## src/isd_pkg.sv

```systemverilog
// Package for the input signal delay and status stage.
// Assumes a 100 MHz hclk and an AHB-Lite master with single word transfers.
package isd_pkg;

  // ==========================================================================
  // Timing.
  // ==========================================================================
  localparam int unsigned CLK_HZ = 100000000;
  localparam int unsigned MS_PER_S = 1000;
  // One millisecond tick, in clock cycles.
  localparam int unsigned TICK_MS = 1;
  localparam int unsigned TICK_CYC = CLK_HZ / MS_PER_S * TICK_MS;
  localparam int unsigned SEC_MS = 1000;
  localparam int unsigned MIN_MS = 60000;
  localparam int unsigned HOUR_MS = 3600000;

  // ==========================================================================
  // Register byte offsets.
  // ==========================================================================
  localparam logic [7:0] OFS_CFG = 8'h00;
  localparam logic [7:0] OFS_DLY = 8'h04;
  localparam logic [7:0] OFS_STATE = 8'h08;
  localparam logic [7:0] OFS_IRQ_STAT = 8'h0c;
  localparam logic [7:0] OFS_IRQ_MASK = 8'h10;
  localparam logic [7:0] OFS_MANUAL = 8'h14;
  localparam logic [7:0] OFS_REQ = 8'h18;

  // Configuration field positions.
  localparam int unsigned CFG_ENROLL = 0;
  localparam int unsigned CFG_SIM_EN = 1;
  localparam int unsigned CFG_STAT_EN = 2;
  localparam int unsigned CFG_ON_CHANGE = 3;
  localparam int unsigned CFG_DLY_EN = 4;
  localparam int unsigned CFG_SEL_LO = 5;
  localparam int unsigned CFG_UNIT_OFF_LO = 7;
  localparam int unsigned CFG_UNIT_ON_LO = 9;
  localparam int unsigned CFG_DEVTYPE_LO = 11;
  // Delay count field positions.
  localparam int unsigned DLY_OFF_LO = 0;
  localparam int unsigned DLY_ON_LO = 8;

  // Reset values.
  localparam logic [31:0] CFG_RST = 32'h0000_0000;
  localparam logic [7:0] DLY_CNT_RST = 8'h05;
  localparam logic [7:0] DLY_CNT_MIN = 8'h01;
  localparam logic [4:0] IRQ_MASK_RST = 5'h00;

  // Interrupt status bit positions.
  localparam int unsigned IRQ_CHANGE = 0;
  localparam int unsigned IRQ_SEND = 1;
  localparam int unsigned IRQ_ANSWER = 2;
  localparam int unsigned IRQ_CANCEL = 3;
  localparam int unsigned IRQ_FWD = 4;

  typedef enum logic [1:0] {
    SEL_OFF = 2'h0,
    SEL_ON = 2'h1,
    SEL_BOTH = 2'h2
  } delayed_signal_select_t;

  typedef enum logic [1:0] {
    UNIT_SEC = 2'h0,
    UNIT_MIN = 2'h1,
    UNIT_HOUR = 2'h2
  } delay_unit_t;

  // Connected device type; switches offer every choice.
  typedef enum logic [1:0] {
    DEV_SWITCH = 2'h0,
    DEV_BUTTON = 2'h1,
    DEV_CARD = 2'h2
  } dev_type_t;

  typedef struct packed {
    logic [1:0] dev_type;
    logic [1:0] unit_on;
    logic [1:0] unit_off;
    logic [1:0] sel;
    logic dly_en;
    logic on_change;
    logic stat_en;
    logic sim_en;
    logic enroll;
  } cfg_t;

  typedef struct packed {
    logic [7:0] on_cnt;
    logic [7:0] off_cnt;
  } dly_t;

  // Unit in milliseconds.
  function automatic logic [21:0] unit_ms(input logic [1:0] u);
    case (u)
      UNIT_MIN: unit_ms = 22'(MIN_MS);
      UNIT_HOUR: unit_ms = 22'(HOUR_MS);
      default: unit_ms = 22'(SEC_MS);
    endcase
  endfunction : unit_ms

  // Clamps a delay count to the legal range one to 255.
  function automatic logic [7:0] clamp_cnt(input logic [7:0] c);
    clamp_cnt = (c < DLY_CNT_MIN) ? DLY_CNT_MIN : c;
  endfunction : clamp_cnt

endpackage : isd_pkg

```

## src/isd_channel.sv

```systemverilog
// Input signal delay and status stage of one binary input channel.
// Assumes a debounced input pin from another domain and an AHB-Lite master.
module isd_channel
  import isd_pkg::*;
(
  input wire logic hclk,
  input wire logic hresetn,
  input wire logic clk_en,
  input wire logic hsel,
  input wire logic [31:0] haddr,
  input wire logic [1:0] htrans,
  input wire logic hwrite,
  input wire logic [2:0] hsize,
  input wire logic [31:0] hwdata,
  input wire logic hready,
  output logic [31:0] hrdata,
  output logic hreadyout,
  output logic hresp,
  input wire logic debounced_in,
  output logic func_level,
  output logic func_strobe,
  output logic tx_strobe,
  output logic tx_state,
  output logic irq
);

  // ==========================================================================
  // Register map, one aligned word each.
  // ==========================================================================
  // Configuration: enrolment, simulation enable, status enable, on-change
  // reporting, delay enable, delayed signal select, the two delay units and
  // the connected device type, packed low to high as in the cfg_t struct.
  // Delay counts: deasserting count in the low byte, asserting count above.
  // A written zero count becomes one, so the timer never expires instantly.
  // Channel state: reads give the status object, the synchronised pin and
  // the pending flag; a write sets the simulated level while allowed.
  // Interrupt status: sticky event bits, cleared by writing ones.
  // Interrupt mask: same layout; a set bit lets its event raise irq.
  // Manual control: active flag and manual level; ignored unless enrolled.
  // Status request: a write while the status object exists sends the state.
  // Other offsets read as zero and ignore writes; no access ever waits.
  // ==========================================================================
  // Channel state.
  // ==========================================================================
  // All state of the channel except the tick and the delay stage lives in one struct, registered in one place.
  typedef struct packed {
    logic [1:0] sync;
    cfg_t cfg;
    dly_t dly;
    logic man_active;
    logic man_level;
    logic sim_level;
    logic sim_valid;
    logic stat_obj;
    logic last_state;
    logic [4:0] irq_stat;
    logic [4:0] irq_mask;
    logic wr_pend;
    logic [7:0] ph_addr;
    logic [31:0] rdata;
    logic func_level;
    logic func_strobe;
    logic tx_strobe;
    logic tx_state;
    logic irq;
  } st_t;

  st_t st_q;
  st_t st_d;
  logic tick;
  logic src_level;
  logic dly_out;
  logic dly_pending;
  logic dly_cancel;
  logic dly_fwd;
  logic [4:0] ev;

  // Returns a selection allowed for the device type. Every known device type
  // offers the same three choices under its own names, so only the unused
  // selection code and the unused device code are refused; both fall back to
  // delaying the deasserting signal, which is the safer default for sensors.
  function automatic logic [1:0] legal_sel(input logic [1:0] s, input logic [1:0] d);
    if (s > SEL_BOTH || d > DEV_CARD) begin
      legal_sel = SEL_OFF;
    end else begin
      legal_sel = s;
    end
  endfunction : legal_sel

  // ==========================================================================
  // Submodules.
  // ==========================================================================
  // The millisecond tick is shared by every timer of the channel; it runs
  // free, so a delay may end up to one millisecond short of its nominal time.
  isd_tick u_tick (
    .hclk(hclk),
    .hresetn(hresetn),
    .clk_en(clk_en),
    .tick(tick)
  );

  // The source is manual control when enrolled and active, else the
  // simulated level while the simulation object is enabled and written, else
  // the synchronised pin. Manual control outranks simulation so that an
  // override on site is never masked by a stale simulated level.
  always_comb begin
    if (st_q.cfg.enroll && st_q.man_active) begin
      src_level = st_q.man_level;
    end else if (st_q.cfg.sim_en && st_q.sim_valid) begin
      src_level = st_q.sim_level;
    end else begin
      src_level = st_q.sync[1];
    end
  end

  // The delay stage sees only the chosen source, so manual and simulated
  // levels are delayed and cancelled exactly like the pin.
  isd_delay u_delay (
    .hclk(hclk),
    .hresetn(hresetn),
    .clk_en(clk_en),
    .tick(tick),
    .level(src_level),
    .dly_en(st_q.cfg.dly_en),
    .sel(st_q.cfg.sel),
    .unit_off(st_q.cfg.unit_off),
    .unit_on(st_q.cfg.unit_on),
    .cnt_off(st_q.dly.off_cnt),
    .cnt_on(st_q.dly.on_cnt),
    .out_level(dly_out),
    .pending(dly_pending),
    .cancel(dly_cancel),
    .fwd(dly_fwd)
  );

  // ==========================================================================
  // Next state.
  // ==========================================================================
  always_comb begin
    st_d = st_q;
    ev = 5'h0;
    // Two flip-flops bring the pin into the clock domain; only the second
    // one is read anywhere else.
    st_d.sync = {st_q.sync[0], debounced_in};
    st_d.func_strobe = dly_fwd;
    st_d.func_level = dly_out;
    st_d.tx_strobe = 1'b0;
    ev[IRQ_CANCEL] = dly_cancel;
    ev[IRQ_FWD] = dly_fwd;

    // ========================================================================
    // Status object.
    // ========================================================================
    // The stored object follows the channel state even while the object is
    // disabled, so enabling it later never exposes a stale value; the telegram
    // depends on the enable and on the reporting mode, the read on the enable.
    if (dly_out != st_q.last_state) begin
      st_d.last_state = dly_out;
      st_d.stat_obj = dly_out;
      ev[IRQ_CHANGE] = 1'b1;
      if (st_q.cfg.stat_en) begin
        if (st_q.cfg.on_change) begin
          st_d.tx_strobe = 1'b1;
          st_d.tx_state = dly_out;
          ev[IRQ_SEND] = 1'b1;
        end
      end
    end

    // ========================================================================
    // Register writes.
    // ========================================================================
    // The data phase of a write takes hwdata; writes are never stalled, so
    // every write lands at the edge that ends its data phase.
    if (st_q.wr_pend) begin
      st_d.wr_pend = 1'b0;
      case (st_q.ph_addr)
        OFS_CFG: begin
          st_d.cfg = cfg_t'(hwdata[12:0]);
          st_d.cfg.sel = legal_sel(hwdata[CFG_SEL_LO +: 2],
                                   hwdata[CFG_DEVTYPE_LO +: 2]);
          // Clearing the simulation enable also drops the simulated level, so
          // the pin takes over again at once.
          if (!hwdata[CFG_SIM_EN]) begin
            st_d.sim_valid = 1'b0;
          end
        end
        OFS_DLY: begin
          st_d.dly.off_cnt = clamp_cnt(hwdata[DLY_OFF_LO +: 8]);
          st_d.dly.on_cnt = clamp_cnt(hwdata[DLY_ON_LO +: 8]);
        end
        OFS_STATE: begin
          if (st_q.cfg.sim_en) begin
            st_d.sim_level = hwdata[0];
            st_d.sim_valid = 1'b1;
          end
        end
        OFS_IRQ_STAT: begin
          // Writing a one clears a bit; events of this cycle are merged later.
          st_d.irq_stat = st_q.irq_stat & ~hwdata[4:0];
        end
        OFS_IRQ_MASK: begin
          st_d.irq_mask = hwdata[4:0];
        end
        OFS_MANUAL: begin
          // Stored always, applied only while enrolled, so enrolment can be
          // toggled without rewriting the manual level.
          st_d.man_active = hwdata[0];
          st_d.man_level = hwdata[1];
        end
        OFS_REQ: begin
          // The answer carries the current state, not the stored object, so
          // it is right even in the cycle in which the state moves.
          if (st_q.cfg.stat_en) begin
            st_d.tx_strobe = 1'b1;
            st_d.tx_state = dly_out;
            ev[IRQ_ANSWER] = 1'b1;
          end
        end
        default: begin
        end
      endcase
    end

    // ========================================================================
    // Register reads.
    // ========================================================================
    // Address phase decode; read data is prepared for the data phase. The
    // registers are read from the next state, after the write above, so a
    // read that follows a write back to back already sees the written value.
    // The pin and the pending flag come from their own flip-flops.
    if (hsel && hready && htrans[1]) begin
      st_d.ph_addr = haddr[7:0];
      st_d.wr_pend = hwrite;
      case (haddr[7:0])
        OFS_CFG: begin
          st_d.rdata = {19'h0, st_d.cfg};
        end
        OFS_DLY: begin
          st_d.rdata = {16'h0, st_d.dly};
        end
        OFS_STATE: begin
          st_d.rdata = {29'h0, dly_pending, st_q.sync[1],
                        st_d.cfg.stat_en & st_d.stat_obj};
        end
        OFS_IRQ_STAT: begin
          st_d.rdata = {27'h0, st_d.irq_stat};
        end
        OFS_IRQ_MASK: begin
          st_d.rdata = {27'h0, st_d.irq_mask};
        end
        OFS_MANUAL: begin
          st_d.rdata = {30'h0, st_d.man_level, st_d.man_active};
        end
        default: begin
          st_d.rdata = 32'h0;
        end
      endcase
    end

    // ========================================================================
    // Interrupts.
    // ========================================================================
    // Set wins over a clear in the same cycle, so an event that lands on the
    // clearing write is never lost. The line is computed from the next state
    // so that irq leaves its flip-flop in step with the status bits.
    st_d.irq_stat = st_d.irq_stat | ev;
    st_d.irq = |(st_d.irq_stat & st_d.irq_mask);
  end

  // ==========================================================================
  // State register.
  // ==========================================================================
  // Reset loads constants only; clk_en low freezes every bit of state,
  // strobes included, so a strobe stretches while the enable is low.
  always_ff @(posedge hclk or negedge hresetn) begin
    if (!hresetn) begin
      st_q <= '0;
      st_q.cfg <= cfg_t'(CFG_RST[12:0]);
      st_q.dly <= {DLY_CNT_RST, DLY_CNT_RST};
      st_q.irq_mask <= IRQ_MASK_RST;
    end else if (clk_en) begin
      st_q <= st_d;
    end
  end

  // ==========================================================================
  // Outputs.
  // ==========================================================================
  // Every output leaves a flip-flop, except the bus answer, which is constant
  // because the slave never waits and never signals an error.
  assign hrdata = st_q.rdata;
  assign hreadyout = 1'b1;
  assign hresp = 1'b0;
  assign func_level = st_q.func_level;
  assign func_strobe = st_q.func_strobe;
  assign tx_strobe = st_q.tx_strobe;
  assign tx_state = st_q.tx_state;
  assign irq = st_q.irq;

endmodule : isd_channel

```

## src/isd_tick.sv

```systemverilog
// Millisecond tick generator.
// Assumes hclk at the package rate and a synchronous clock enable.
module isd_tick
  import isd_pkg::*;
(
  input wire logic hclk,
  input wire logic hresetn,
  input wire logic clk_en,
  output logic tick
);

  typedef struct packed {
    logic [16:0] cnt;
    logic tick;
  } st_t;

  st_t st_q;
  st_t st_d;

  // ==========================================================================
  // Divider.
  // ==========================================================================
  // A free running divider keeps delay accuracy within one millisecond.
  always_comb begin
    st_d = st_q;
    st_d.tick = 1'b0;
    if (st_q.cnt == 17'(TICK_CYC - 1)) begin
      st_d.cnt = 17'h0;
      st_d.tick = 1'b1;
    end else begin
      st_d.cnt = st_q.cnt + 17'h1;
    end
  end

  // State register.
  always_ff @(posedge hclk or negedge hresetn) begin
    if (!hresetn) begin
      st_q <= '0;
    end else if (clk_en) begin
      st_q <= st_d;
    end
  end

  assign tick = st_q.tick;

endmodule : isd_tick

```

## src/isd_delay.sv

```systemverilog
// Signal delay timer for one channel.
// Assumes a one-cycle millisecond tick and a synchronised input level.
module isd_delay
  import isd_pkg::*;
(
  input wire logic hclk,
  input wire logic hresetn,
  input wire logic clk_en,
  input wire logic tick,
  input wire logic level,
  input wire logic dly_en,
  input wire logic [1:0] sel,
  input wire logic [1:0] unit_off,
  input wire logic [1:0] unit_on,
  input wire logic [7:0] cnt_off,
  input wire logic [7:0] cnt_on,
  output logic out_level,
  output logic pending,
  output logic cancel,
  output logic fwd
);

  typedef struct packed {
    logic prev;
    logic out;
    logic busy;
    logic [21:0] ms;
    logic [7:0] units;
    logic [21:0] unit_len;
    logic cancel;
    logic fwd;
  } st_t;

  st_t st_q;
  st_t st_d;
  logic delayed;

  // Whether a transition towards the new level is selected for delay.
  assign delayed = dly_en && ((sel == SEL_BOTH) ||
                   (sel == SEL_ON && level) || (sel == SEL_OFF && !level));

  // ==========================================================================
  // Timer.
  // ==========================================================================
  // Counting milliseconds then units keeps the counters narrow for hours.
  always_comb begin
    st_d = st_q;
    st_d.cancel = 1'b0;
    st_d.fwd = 1'b0;
    st_d.prev = level;
    if (level != st_q.prev) begin
      if (level == st_q.out) begin
        st_d.busy = 1'b0;
        st_d.cancel = st_q.busy;
      end else if (delayed) begin
        st_d.busy = 1'b1;
        st_d.ms = 22'h0;
        st_d.units = 8'h0;
        st_d.unit_len = unit_ms(level ? unit_on : unit_off);
      end else begin
        st_d.busy = 1'b0;
        st_d.out = level;
        st_d.fwd = 1'b1;
      end
    end else if (st_q.busy && tick) begin
      if (st_q.ms == st_q.unit_len - 22'h1) begin
        st_d.ms = 22'h0;
        st_d.units = st_q.units + 8'h1;
        // Count is clamped to 1..255.
        if (st_q.units + 8'h1 == clamp_cnt(level ? cnt_on : cnt_off)) begin
          st_d.busy = 1'b0;
          st_d.out = level;
          st_d.fwd = 1'b1;
        end
      end else begin
        st_d.ms = st_q.ms + 22'h1;
      end
    end
  end

  // State register.
  always_ff @(posedge hclk or negedge hresetn) begin
    if (!hresetn) begin
      st_q <= '0;
    end else if (clk_en) begin
      st_q <= st_d;
    end
  end

  assign out_level = st_q.out;
  assign pending = st_q.busy;
  assign cancel = st_q.cancel;
  assign fwd = st_q.fwd;

endmodule : isd_delay

```

## config.mk

```make
export PLATFORM = sky130hd
export DESIGN_NAME = isd_channel
export DESIGN_NICKNAME = d
export VERILOG_FILES = /design/src/isd_pkg.sv /design/src/isd_channel.sv /design/src/isd_tick.sv /design/src/isd_delay.sv
export SDC_FILE = /design/constraint.sdc
export NUM_CORES = 1
export LEC_CHECK = 0
export BUFFER_PORTS_ARGS = -buffer_cell sky130_fd_sc_hd__buf_2
export CAP_MARGIN = 40
export CORE_UTILIZATION = 25
export DETAILED_ROUTE_END_ITERATION = 10
export SETUP_SLACK_MARGIN = 0.02
export SLEW_MARGIN = 20
export SYNTH_ARGS = -nofsm -noshare
export SYNTH_HDL_FRONTEND = slang
export SYNTH_SLANG_ARGS = --single-unit
```

## constraint.sdc

```tcl
create_clock -name hclk -period 8.7 [get_ports hclk]
set_input_delay 0.87 -clock hclk [delete_from_list [all_inputs] [get_ports hclk]]
set_output_delay 0.87 -clock hclk [all_outputs]
set_load 0.005 [all_outputs]
```

* Yosys cells after proc, flatten, opt, wreduce, memory -nomap -nowiden
Index checks and enable logic that the tools add are counted.
Operators by class: $lt $le $gt $ge 5, $add $sub $neg 4, bitwise gates (word level) 6, multiplexer cells 57, reduce and logical (&&, ||, !) cells 29, equality and inequality tests 26
Operators by type and width (number):
- $mux W52 | 2
- $pmux W16 S6 | 1
- $mux W32 | 2
- $pmux W22 S2 | 1
- $mux W41 | 1
- $eq A8 B5 Y1 const B | 5
- $mux W8 | 5
- $mux W33 | 1
- $eq A8 B4 Y1 const B | 4
- $mux W2 | 14
- $lt A8 B1 Y1 const B | 3
- $add A22 B1 Y22 const B | 1
- $eq A22 B22 Y1 | 1
- $mux W1 | 22
- $mux W22 | 1
- $sub A22 B1 Y22 const B | 1
- $add A17 B1 Y17 const B | 1
- $eq A17 B17 Y1 const B | 1
- $mux W17 | 1
- $eq A8 B3 Y1 const B | 2
- $logic_not A8 Y1 | 2
- $mux W16 | 1
- $reduce_and A4 Y1 | 4
- $mux W13 | 1
- other kinds (26) | 49
Word-level totals: output and inout port bits 39, bits of input ports 76, bits in registers 168, word-level logic and storage cells 165

* Logic depth before layout (Yosys ltp)
Gate-level depths: netlist (run 1).
word-level depth 11, depth in mapped cells 11, depth with buffers taken out 9

* Cells and area by module
A second synthesis (run 1) with hierarchy kept.
Second synthesis, totals: cells, all modules 823, area, all modules 8222.9 um^2
By module, submodules not included:
- isd_channel | cells an instance 400, area an instance 4306.6 um^2, instances 1, seq. area each 1931.9 um^2
- isd_delay | cells an instance 336, area an instance 2981.6 um^2, instances 1, seq. area each 1026.0 um^2
- isd_tick | cells an instance 87, area an instance 934.6 um^2, instances 1, seq. area each 450.4 um^2

* Worst setup path before layout (run 1)
Ideal clock, no wire load.
path kind register to register, from reg u_delay.st_q[10] (netlist name), to reg u_delay.st_q[42] (netlist name), setup slack 5714 ps, period minus slack after synthesis 2986 ps, stages on the path, launching flop included 12, setup time 121 ps, required time 8579 ps, path buffers 2, data arrival time 2865 ps, path through dfrtp_1 -> inv_1 -> ha_1 -> or4b_1 -> buf_2 -> or3_1 -> a22oi_2 -> nor4b_4 -> a21oi_2 -> and2b_1 -> buf_2 -> a22o_1
On the way: cells in the longest elaborated chain, start to end 5
Ends and longest elaborated chain:
- start, declared | RTL line isd_delay.sv:34 | st_t st_q;
- start signal, assigned | RTL line isd_delay.sv:86 | st_q <= st_d;
- $sub A22 B1 Y22 | RTL line isd_delay.sv:66 | if (st_q.ms == st_q.unit_len - 22'h1) begin
- $eq A22 B22 Y1 | RTL line isd_delay.sv:66
- $mux W22 | RTL line isd_delay.sv:66
- $mux W32 | RTL line isd_delay.sv:65 | end else if (st_q.busy && tick) begin
- $mux W32 | RTL line isd_delay.sv:51 | if (level != st_q.prev) begin
No other way between the ends. The select of a mux whose other input is x is not followed. A chain may end at the register's enable or synchronous reset.

* Worst setup path after layout (run 1)
from reg u_delay.st_q[10] (netlist name), to reg u_delay.st_q[32] (netlist name)
Same word-level chain as after synthesis.

==> results.toml, run 1 <==
[final_layout]
regArea_um2 = 3408
fillerInstances = 3192
mostFrequentLayoutCell = "dfrtp_1"
finalNetCount = 915
syn_to_final_growth_pct = 14.61
diodes = 0
final_cell_mix = "132 x dfrtp_1, 75 x nand2_1, 58 x nor2_1"
instances_no_fill = 1240
multi_input_gate_area_in_the_final_layout_um2 = 4046
drive_gt1_frac = 0.1955

[floorplanning]
io_pins = 115
design.core.area_um2 = 30830
core.rowCount = 64
dieWidth_um = 179.6
initial_core_util = 0.2556
die_footprint_um2 = 32240
die_y_um = 179.6

[place]
port_buffers = 52
place_congestion = 0.8516
hpwlAfterDp_mm = 13.35
numPlacedInstances = 1207

[logic_synthesis]
synth.cell_area_um2 = 7881
synth_ff_type = "dfrtp_1"
seq_area_frac_synth = 0.4324
syn-instance-count = 806
yosysUniqueCellTypes = 71
synth_async_sr_flop_share = 1.000
synthesis.area_per_instance_um2 = 9.778
ys_ff_latch = 136
ys.warnings.count = 0
number_of_synthesized_flops_with_an_enable_pin = 0

[power_and_ir_drop]
irDropWorstVdd_uv = 121.5
leakagePower_uw = 0.003965
power_density_over_the_cells_nw_per_um2 = 207.9

[detailed_routing]
route.final.wire_length_mm = 18.99
drt_first_pass_iters = 8
viasPerCell = 4.966
detailroute.via_count = 6158
remaining_drc_errors = 1
drt-initial-drc-count = 355
ant_nets = 0
routed_wire_length_per_instance_um = 15.31

[worst_hold_path]
hold_path.class = "input pin to async pin"

[clock_tree]
cts_root_buffer = "clkbuf_16"
clock_sinks = 136
cts_tree = "yes"
h-tree-depth = 4
postCtsSetupBuffers = 0
ctsLongestPathBuffers = 2
tritoncts.num_buffers = 17
insertion_delay_ns = 0.43
cts.clk_slew.worst_paths_ns = 0.06
post_cts_resize_count = 0
cts_hold_buf = 0

[setup_path]
worstPathBufferInverterCount = 2
worst_path_dominant_cell_family = "simple AND/OR/NAND/NOR gates"
worstPathCellList = "inv_1, ha_1, or4b_1, a2111oi_4, a21oi_2, nor4b_4, a21oi_2, buf_4, and2b_1, mux2_2"
timing.critical_path.slowest_stage_cell = "or4b_1"
worst_ep_arrival_time_ns = 3.96
cp_slowest_stage_delay_ns = 0.63
crit_path_frequent_cell = "a21oi_2"
cp_max_fo = 15
worst-endpoint-required_ns = 9.01
critical_path.endpoint_type = "flip-flop"
path_class = "flip-flop to flip-flop"
critical_path.startpoint_type = "flip-flop"

[sta]
grt_setup_unrepaired = "false"
timing_worst_slew_pin_value_ns = 0.7997
slew_viol_final = 0
post-route-min-period_ns = 3.654
max-slew-margin-rel = 0.4631
final-setup-viol-count = 0
timing.final.hold_violations = 0
finClkSkew_ns = 0.008298
maxClockFrequency_mhz = 273.7
final.period_utilization = 0.4200
setup_tns_ns = 0

[global_routing]
gr-usage-met3 = 0.02168
grt_antenna_before_repair = 0
grt_first_pass_wirelength_mm = 32.08
met2_usage = 0.1917
met1_usage = 0.1679
grt_max_degree = 61
grt_overflow_total = 0
grt_most_used_layer = "met2"
first_global_vias = 6044
track_usage = 0.1219

[run_status]
outcome = "complete, but fails checks"
failed_checks = "DRC"

[run]
cap_violations = 0
cell type report:
cell class / instances / share of cell area
clock buffer: 18 / 0.04751
clock inverter: 14 / 0.02175
inverter: 20 / 0.008311
multi-input combinational: 592 / 0.4480
sequential: 136 / 0.3773
tap: 396 / 0.05486
timing repair buffer: 64 / 0.04225
per-stage QoR:
step | utilization | power [µW] | hold WS, ns | setup WS [ns] | instance area (µm²)
2_1_floorplan | - | 1008 | 0.4463 | 5.714 | 7941
3_3_place_gp | 0.2707 | 1097 | 0.4617 | 4.757 | 8344
3_5_place_dp | 0.2723 | 1105 | 0.4640 | 4.738 | 8396
4_1_cts | 0.2926 | 1886 | 0.4374 | 4.718 | 9021
5_1_grt | 0.2930 | 1966 | 0.4554 | 4.823 | 9032
6_report | 0.2930 | 1878 | 0.4136 | 5.046 | 9032
final timing paths:
path | startpoint | end | slack, ns | cells after the start
min | hresetn | st_q[89]$_DFFE_PN0P_ | 0.41 | 1
max reg2reg | u_delay.st_q[10]$_DFFE_PN0P_ | u_delay.st_q[32]$_DFFE_PN0P_ | 5.05 | 10
max | u_delay.st_q[10]$_DFFE_PN0P_ | u_delay.st_q[32]$_DFFE_PN0P_ | 5.05 | 10
min in group hclk | flip-flop | flip-flop | 0.48 | 2
min reg2reg | flip-flop | flip-flop | 0.48 | 2
max in group asynchronous | hresetn | st_q[62]$_DFFE_PN1P_ | 7.10 | 3
sequential cells by signal, indices dropped and copies added (netlist names), 16 cells and up, named ones only:
register	cells
u_tick.st_q	17
st_q	55
u_delay.st_q	37
hrdata	16
routing by layer:
| metal | vias up | wire length, µm |
|---|---|---|
| li1 | 2942 | - |
| met1 | 3023 | 9240 |
| met2 | 167 | 8618 |
| met3 | 26 | 852 |
| met4 | 0 | 277 |
| met5 | - | 0 |
kinds of logic after synthesis:
logic type / share of synthesized area
fa+ha+maj: 0.01270
buf+inv: 0.06175
flops: 0.4324
xor+xnor: 0.04667
simple gates: 0.1751
other cells: 0.0009529
compound gates: 0.1535
mux: 0.1168
where the power goes:
part | internal [µW] | switching, µW
clock network | 482 | 294
logic | 134 | 170
registers | 706 | 92.0
total | 1320 | 557
synthesized netlist by cell type (9+ instances only):
master / instances / share of area
clkbuf_1: 33 / 0.016
buf_4: 34 / 0.032
mux2i_1: 38 / 0.048
nor2_1: 58 / 0.028
o22ai_1: 11 / 0.0087
mux2_2: 48 / 0.069
nor3_1: 17 / 0.011
o31ai_1: 10 / 0.0095
a22o_1: 17 / 0.019
nand2_1: 75 / 0.036
xor2_1: 13 / 0.014
a21o_1: 17 / 0.016
nand3_1: 21 / 0.013
xnor2_1: 29 / 0.032
o221ai_1: 10 / 0.011
dfrtp_1: 132 / 0.42
a21oi_1: 26 / 0.017
nand4_1: 18 / 0.014
inv_1: 20 / 0.0095
and3_1: 9 / 0.0071
o21ai_0: 37 / 0.023
worst register-to-register path, stage by stage, from the launching register on:
cell,delay [ns]
dfrtp_1,0.48
inv_1,0.12
ha_1,0.29
or4b_1,0.63
a2111oi_4,0.41
a21oi_2,0.08
nor4b_4,0.38
a21oi_2,0.20
buf_4,0.26
and2b_1,0.36
mux2_2,0.34
Note: power is estimated with default switching activity, not from simulation.
==> run 2, diff against run 1 <==
--- a/config.mk
+++ b/config.mk
@@ -5,6 +5,7 @@
 export SDC_FILE = /design/constraint.sdc
 export NUM_CORES = 1
 export LEC_CHECK = 0
+export ABC_AREA = 1
 export BUFFER_PORTS_ARGS = -buffer_cell sky130_fd_sc_hd__buf_2
 export CAP_MARGIN = 40
 export CORE_UTILIZATION = 25
==> constraint.sdc (replaced) <==
create_clock -name hclk -period 3 [get_ports hclk]
set_input_delay 0.3 -clock hclk [delete_from_list [all_inputs] [get_ports hclk]]
set_output_delay 0.3 -clock hclk [all_outputs]
set_load 0.005 [all_outputs]
==> run 2 against run 1 <==
The flow now finishes without violations. Critical path depth increased by 2. Utilization about the same. Register-to-register slack got worse by 4.6 ns. Final cell count increased by 29%. Area after synthesis increased by 3.2%. Sequential share of layout area decreased by 1.2 points. Routed wire length increased by 4.6%. Combinational power increased to 5.3 times the previous value. Worst setup slack got worse by 4.6 ns. Fmax increased by 42%. First-iteration DRC count increased by 31%. Total power increased to 3.3 times the previous value. Critical path type unchanged.
==> results.toml, run 2 <==
[detailed_routing]
ant_nets = 0
remaining_drc_errors = 0
drt_first_pass_iters = 6
routed_wire_length_per_instance_um = 12.42
drt-initial-drc-count = 466
detailroute.via_count = 7068
route.final.wire_length_mm = 19.85
viasPerCell = 4.420

[clock_tree]
cts_tree = "yes"
tritoncts.num_buffers = 17
insertion_delay_ns = 0.43
cts_root_buffer = "clkbuf_16"
ctsLongestPathBuffers = 2
cts.clk_slew.worst_paths_ns = 0.07
h-tree-depth = 4
postCtsSetupBuffers = 0
clock_sinks = 136

[place]
port_buffers = 52
place_congestion = 0.8438
hpwlAfterDp_mm = 14.65

[logic_synthesis]
synth_most_common_cell = "nand2_1"
post_synth_main_area_contributors = "dfrtp_1 41%, nand2_1 13%, o21ai_0 7.3%"
seq_area_frac_synth = 0.4192
synthesis.area_per_instance_um2 = 7.279
yosysUniqueCellTypes = 49
synthDominantAreaCellType = "dfrtp_1"
synth_async_sr_flop_share = 1.000
number_of_synthesized_flops_with_an_enable_pin = 0
ys.warnings.count = 0
synth.cell_area_um2 = 8130
ys_ff_latch = 136
syn-instance-count = 1117
synth_ff_type = "dfrtp_1"
synth_top_area_frac = 0.4063
synth.top_cells.by_count = "291 x nand2_1, 155 x inv_1, 132 x dfrtp_1, 118 x o21ai_0, 88 x nor2_1"

[power_and_ir_drop]
combinationalPowerShare = 0.259
power_uw = 6255
irDropWorstVdd_uv = 341.6
internal_power_component_uw = 3998
clkPwrFrac = 0.345
power_density_over_the_cells_nw_per_um2 = 670.6
total_switching_power_uw = 2257
leakagePower_uw = 0.004565
seq_power_share = 0.396
switching_share = 0.3608

[sta]
maxClockFrequency_mhz = 387.4
setup_tns_ns = 0
slew_viol_final = 0
max-slew-margin-rel = 0.6026
final.period_utilization = 0.8603
timing.final.hold_violations = 0
finClkSkew_ns = 0.01018
post-route-min-period_ns = 2.581
timing_worst_slew_pin_value_ns = 0.5907
final-setup-viol-count = 0
grt_setup_unrepaired = "false"

[floorplanning]
initial_core_util = 0.2557
die_y_um = 182.3
io_pins = 115
design.core.area_um2 = 31800
die_footprint_um2 = 33250
core.rowCount = 65
dieWidth_um = 182.3

[final_layout]
final_cell_mix = "291 x nand2_1, 155 x inv_1, 132 x dfrtp_1"
drive_gt1_frac = 0.1057
largest_register = "st_q"
mostFrequentLayoutCell = "nand2_1"
largest_reg_flops = 55
syn_to_final_growth_pct = 14.73
biggestRegsByFlops = "st_q x55, u_delay.st_q x37, u_tick.st_q x17"
diodes = 0
regArea_um2 = 3408
multi_input_gate_area_in_the_final_layout_um2 = 3809
fillerInstances = 3411
finalNetCount = 1235

[setup_path]
worstSetupStartpoint = "st_q[79]$_DFFE_PN0P_"
critical_path.reg2reg.endpoint = "u_delay.st_q[36]$_DFFE_PN0P_"
worst-endpoint-required_ns = 3.34
critical_path.endpoint_type = "flip-flop"
depth_of_the_worst_register_to_register_path = 12
cp_max_fo = 21
setup.worst_path.end = "u_delay.st_q[36]$_DFFE_PN0P_"
critical_path.startpoint_type = "flip-flop"
worst_ep_arrival_time_ns = 2.92
timing.rr.start = "st_q[79]$_DFFE_PN0P_"
path_class = "flip-flop to flip-flop"
worst-r2r-setup-slack_ns = 0.42

[global_routing]
grt_first_pass_wirelength_mm = 33.69
grt_antenna_before_repair = 0
grt_max_degree = 78
track_usage = 0.1259
grt_overflow_total = 0
first_global_vias = 6759

[worst_hold_path]
hold_path.class = "input pin to flip-flop"

[run_status]
outcome = "finished clean"

[run]
cap_violations = 0
run 2: logic make-up after synthesis:
family                   Yosys count  share of synthesized area
AND/OR/NAND/NOR                  535                     0.2878
buffers and inverters            220                     0.1197
AO/OA/AOI/OAI                    190                     0.1296
flip-flops                       136                     0.4192
XOR/XNOR                          25                    0.02924
adder cells (fa/ha/maj)            8                    0.01231
other                              2                  0.0009237
multiplexers                       1                   0.001231
run 2: metrics by stage:
| step | util | setup slack, ns | cell area, µm² | hold slack (ns) | instances |
|---|---|---|---|---|---|
| 6_report | 0.2933 | 0.4190 | 9328 | 0.07671 | 1599 |
| 5_1_grt | 0.2933 | 0.1226 | 9328 | 0.07043 | 1599 |
| 4_1_cts | 0.2933 | 0.3703 | 9328 | 0.06589 | 1599 |
| 3_5_place_dp | 0.2741 | 0.3884 | 8717 | 0.2182 | 1566 |
| 3_3_place_gp | 0.2733 | 0.4171 | 8690 | 0.4574 | 1565 |
| 2_1_floorplan | - | 1.024 | 8190 | 0.004409 | 1133 |
run 2: power groups by stage:
stage / registers (µW) / clock network, µW / logic [µW]
6_report: 2480 / 2160 / 1620
5_1_grt: 2530 / 2300 / 1880
4_1_cts: 2480 / 2200 / 1620
3_5_place_dp: 2510 / 0 / 1610
3_3_place_gp: 2500 / 0 / 1590
2_1_floorplan: 2410 / 0 / 1270
run 2: what timing repair did:
item	CTS	global route
resized for setup	0	0
endpoints found under the hold margin	30	0
hold buffers	1	0
run 2: how the worst min path moves through the flow:
stage / startpoint / endpoint / slack, ns / cells after the start
finish: debounced_in / st_d[92]$_DFFE_PN0P_ / 0.08 / 3
global route: debounced_in / st_d[92]$_DFFE_PN0P_ / 0.07 / 3
floorplan: hresetn / async pin / 0.004 / 0
CTS: debounced_in / st_d[92]$_DFFE_PN0P_ / 0.07 / 3
detailed placement: hresetn / u_delay.st_q[22]$_DFFE_PN0P_ / 0.22 / 1
global placement: func_strobe$_DFFE_PN0P_ / func_strobe$_DFFE_PN0P_ / 0.46 / 2
run 2: worst max-delay path, cell delays in order (launching register included):
cell and delay (ns):
dfrtp_1 0.40, nand3_1 0.16, nand3_4 0.18, nand2_8 0.19
xor2_4 0.36, inv_2 0.13, nand2_2 0.14, nand2_2 0.08
nor2_4 0.39, nand2_1 0.13, inv_1 0.11, a21oi_1 0.06
nor3_1 0.14
run 2: final cells by class:
cell class                 count  area share
clock buffer                  18     0.04708
multi-input combinational    777      0.4083
clock inverter                14     0.01730
tap                          435     0.05835
sequential                   136      0.3654
inverter                     157     0.06318
timing repair buffer          62     0.04038
run 2: layer usage:
layer | global-route usage | routed length, µm | part of all wire | vias up
li1 | - | - | - | 3632
met2 | 0.2055 | 9313 | 0.47 | 142
met5 | 0 | 0 | 0 | -
met4 | 0.03832 | 260 | 0.013 | 0
met3 | 0.02594 | 736 | 0.037 | 18
met1 | 0.1668 | 9543 | 0.48 | 3276
==> run 3, diff against run 2 <==
==> constraint.sdc (replaced) <==
create_clock -name hclk -period 2.3 [get_ports hclk]
set_input_delay 0.23 -clock hclk [delete_from_list [all_inputs] [get_ports hclk]]
set_output_delay 0.23 -clock hclk [all_outputs]
set_load 0.005 [all_outputs]
==> run 3 against run 2 <==
First-iteration DRC count rose by 18%. Critical endpoint is now u_delay.st_q[34]$_DFFE_PN0P_. Sequential power rose by 31%. Clock skew rose by 0.0031 ns. Fmax rose by 16%. Final cell count rose by 2.2%. Register-to-register slack got worse by 0.35 ns.
==> results.toml, run 3 (same netlist as run 2, synthesis figures left out) <==
[worst_hold_path]
holdCritStartpoint = "haddr[1]"
min_delay_worst_endpoint = "st_q[38]$_DFFE_PN0P_"
timing.hold.worst_path_depth = 3
hold_path.class = "input pin to flip-flop"

[floorplanning]
dieWidth_um = 182.3
die_footprint_um2 = 33250
die_y_um = 182.3
initial_core_util = 0.2557
design.core.area_um2 = 31800
io_pins = 115
core.rowCount = 65

[detailed_routing]
detailroute.via_count = 7368
viasPerCell = 4.509
remaining_drc_errors = 0
drt_first_pass_iters = 7
drt-initial-drc-count = 550
ant_nets = 0
route.final.wire_length_mm = 20.58
routed_wire_length_per_instance_um = 12.59

[place]
place_congestion = 0.8866
port_buffers = 52
place_ws_ns = 0.07007
hpwlAfterDp_mm = 15.03
post_detailed_placement_cell_area_um2 = 8915

[power_and_ir_drop]
power_density_over_the_cells_nw_per_um2 = 870.6
irDropWorstVdd_uv = 505.3
leakagePower_uw = 0.004760

[setup_path]
timing.rr.start = "u_delay.st_q[8]$_DFFE_PN0P_"
worst-endpoint-required_ns = 2.62
critical_path.reg2reg.endpoint = "u_delay.st_q[34]$_DFFE_PN0P_"
depth_of_the_worst_register_to_register_path = 17
worst-r2r-setup-slack_ns = 0.07
path_class = "flip-flop to flip-flop"
critical_path.endpoint_type = "flip-flop"
critical_path.startpoint_type = "flip-flop"
cp_max_fo = 7
worst_ep_arrival_time_ns = 2.56

[run]
cap_violations = 0

[clock_tree]
cts_root_buffer = "clkbuf_16"
ctsLongestPathBuffers = 2
insertion_delay_ns = 0.44
cts.clk_slew.worst_paths_ns = 0.07
h-tree-depth = 4
clock_sinks = 136
cts_tree = "yes"
tritoncts.num_buffers = 17

[sta]
timing.final.hold_violations = 0
post-route-min-period_ns = 2.232
final.period_utilization = 0.9702
setup_tns_ns = 0
slew_viol_final = 0
max-slew-margin-rel = 0.5853
maxClockFrequency_mhz = 448.1
timing_worst_slew_pin_value_ns = 0.6164
final-setup-viol-count = 0
grt_setup_unrepaired = "true"
finClkSkew_ns = 0.01326
final_critical_path_setup_slack_ns = 0.06843

[final_layout]
multi_input_gate_area_in_the_final_layout_um2 = 3885
finalNetCount = 1270
drive_gt1_frac = 0.1476
fillerInstances = 3419
final_cell_mix = "286 x nand2_1, 152 x inv_1, 130 x dfrtp_1"
largest_register = "st_q"
diodes = 0
largest_reg_flops = 55
syn_to_final_growth_pct = 19.74
final_core_utilization = 0.3062
stdcell_area_um2 = 9736
biggestRegsByFlops = "st_q x55, u_delay.st_q x37, u_tick.st_q x17"
mostFrequentLayoutCell = "nand2_1"
regArea_um2 = 3411

[global_routing]
grt_first_pass_wirelength_mm = 34.00
grt_overflow_total = 0
first_global_vias = 6982
grt_max_degree = 61
grt_antenna_before_repair = 0
track_usage = 0.1268

[run_status]
outcome = "finished clean"
-- run 3: worst max path at each step --
stage / from / to / slack [ns] / depth (start not counted)
finish: u_delay.st_q[8]$_DFFE_PN0P_ / u_delay.st_q[34]$_DFFE_PN0P_ / 0.07 / 17
global route: u_delay.st_q[8]$_DFFE_PN0P_ / u_delay.st_q[31]$_DFFE_PN0P_ / -0.06 / 18
CTS: u_delay.st_q[22]$_DFFE_PN0P_ / u_delay.st_q[30]$_DFFE_PN0P_ / 0.05 / 14
detailed placement: u_delay.st_q[22]$_DFFE_PN0P_ / u_delay.st_q[29]$_DFFE_PN0P_ / 0.07 / 14
global placement: u_delay.st_q[10]$_DFFE_PN0P_ / u_delay.out_level$_DFFE_PN0P_ / 0.04 / 17
floorplan: u_delay.st_q[10]$_DFFE_PN0P_ / u_delay.out_level$_DFFE_PN0P_ / 0.32 / 17
-- run 3: worst max-delay path, stage by stage (launching register included) --
cell and delay (ns):
dfrtp_1 0.43, inv_2 0.12, ha_4 0.18, inv_2 0.04, nand2_2 0.07, nand2_2 0.04, nand2_1 0.05, nand2_1 0.05
nor2_1 0.10, nand2_1 0.06, nor2_1 0.11, nand3_1 0.13, nor2_2 0.18, nor2_4 0.06, nor2_4 0.13, buf_4 0.17
clkbuf_16 0.15, nor3_1 0.05
-- run 3: power breakdown --
| group | internal [µW] | total, µW | switching [µW] |
|---|---|---|---|
| combinational | 933 | 2410 | 1470 |
| sequential | 2810 | 3240 | 427 |
| clock | 1560 | 2830 | 1270 |
-- run 3: layout make-up --
type / count / share of cell area
timing repair buffer: 97 / 0.07197
tap: 435 / 0.05591
clock buffer: 17 / 0.04370
sequential: 136 / 0.3503
clock inverter: 15 / 0.01851
inverter: 157 / 0.06053
multi-input combinational: 777 / 0.3990
-- run 3: timing repair --
item,in CTS,in global routing
endpoints found under the setup margin,0,39
gates resized for setup,0,36
buffers inserted,0,7
hold buffers,3,0
hold endpoints to repair,56,0
-- run 3: metal layers --
metal | GRT usage | vias to the layer above | routed length [µm]
met1 | 0.1646 | 3481 | 9718
met5 | 0 | - | 0
li1 | - | 3700 | -
met3 | 0.02774 | 34 | 851
met4 | 0.04504 | 0 | 413
met2 | 0.2070 | 153 | 9594
-- run 3: per-stage QoR --
step | hold WS, ns | total power, µW | cells
6_report | 0.01593 | 8476 | 1634
5_1_grt | 0.01749 | 9057 | 1634
4_1_cts | 0.002562 | 8350 | 1625
3_5_place_dp | 0.2579 | 5481 | 1590
3_3_place_gp | 0.2572 | 5427 | 1590
2_1_floorplan | -0.06559 | 4806 | 1133
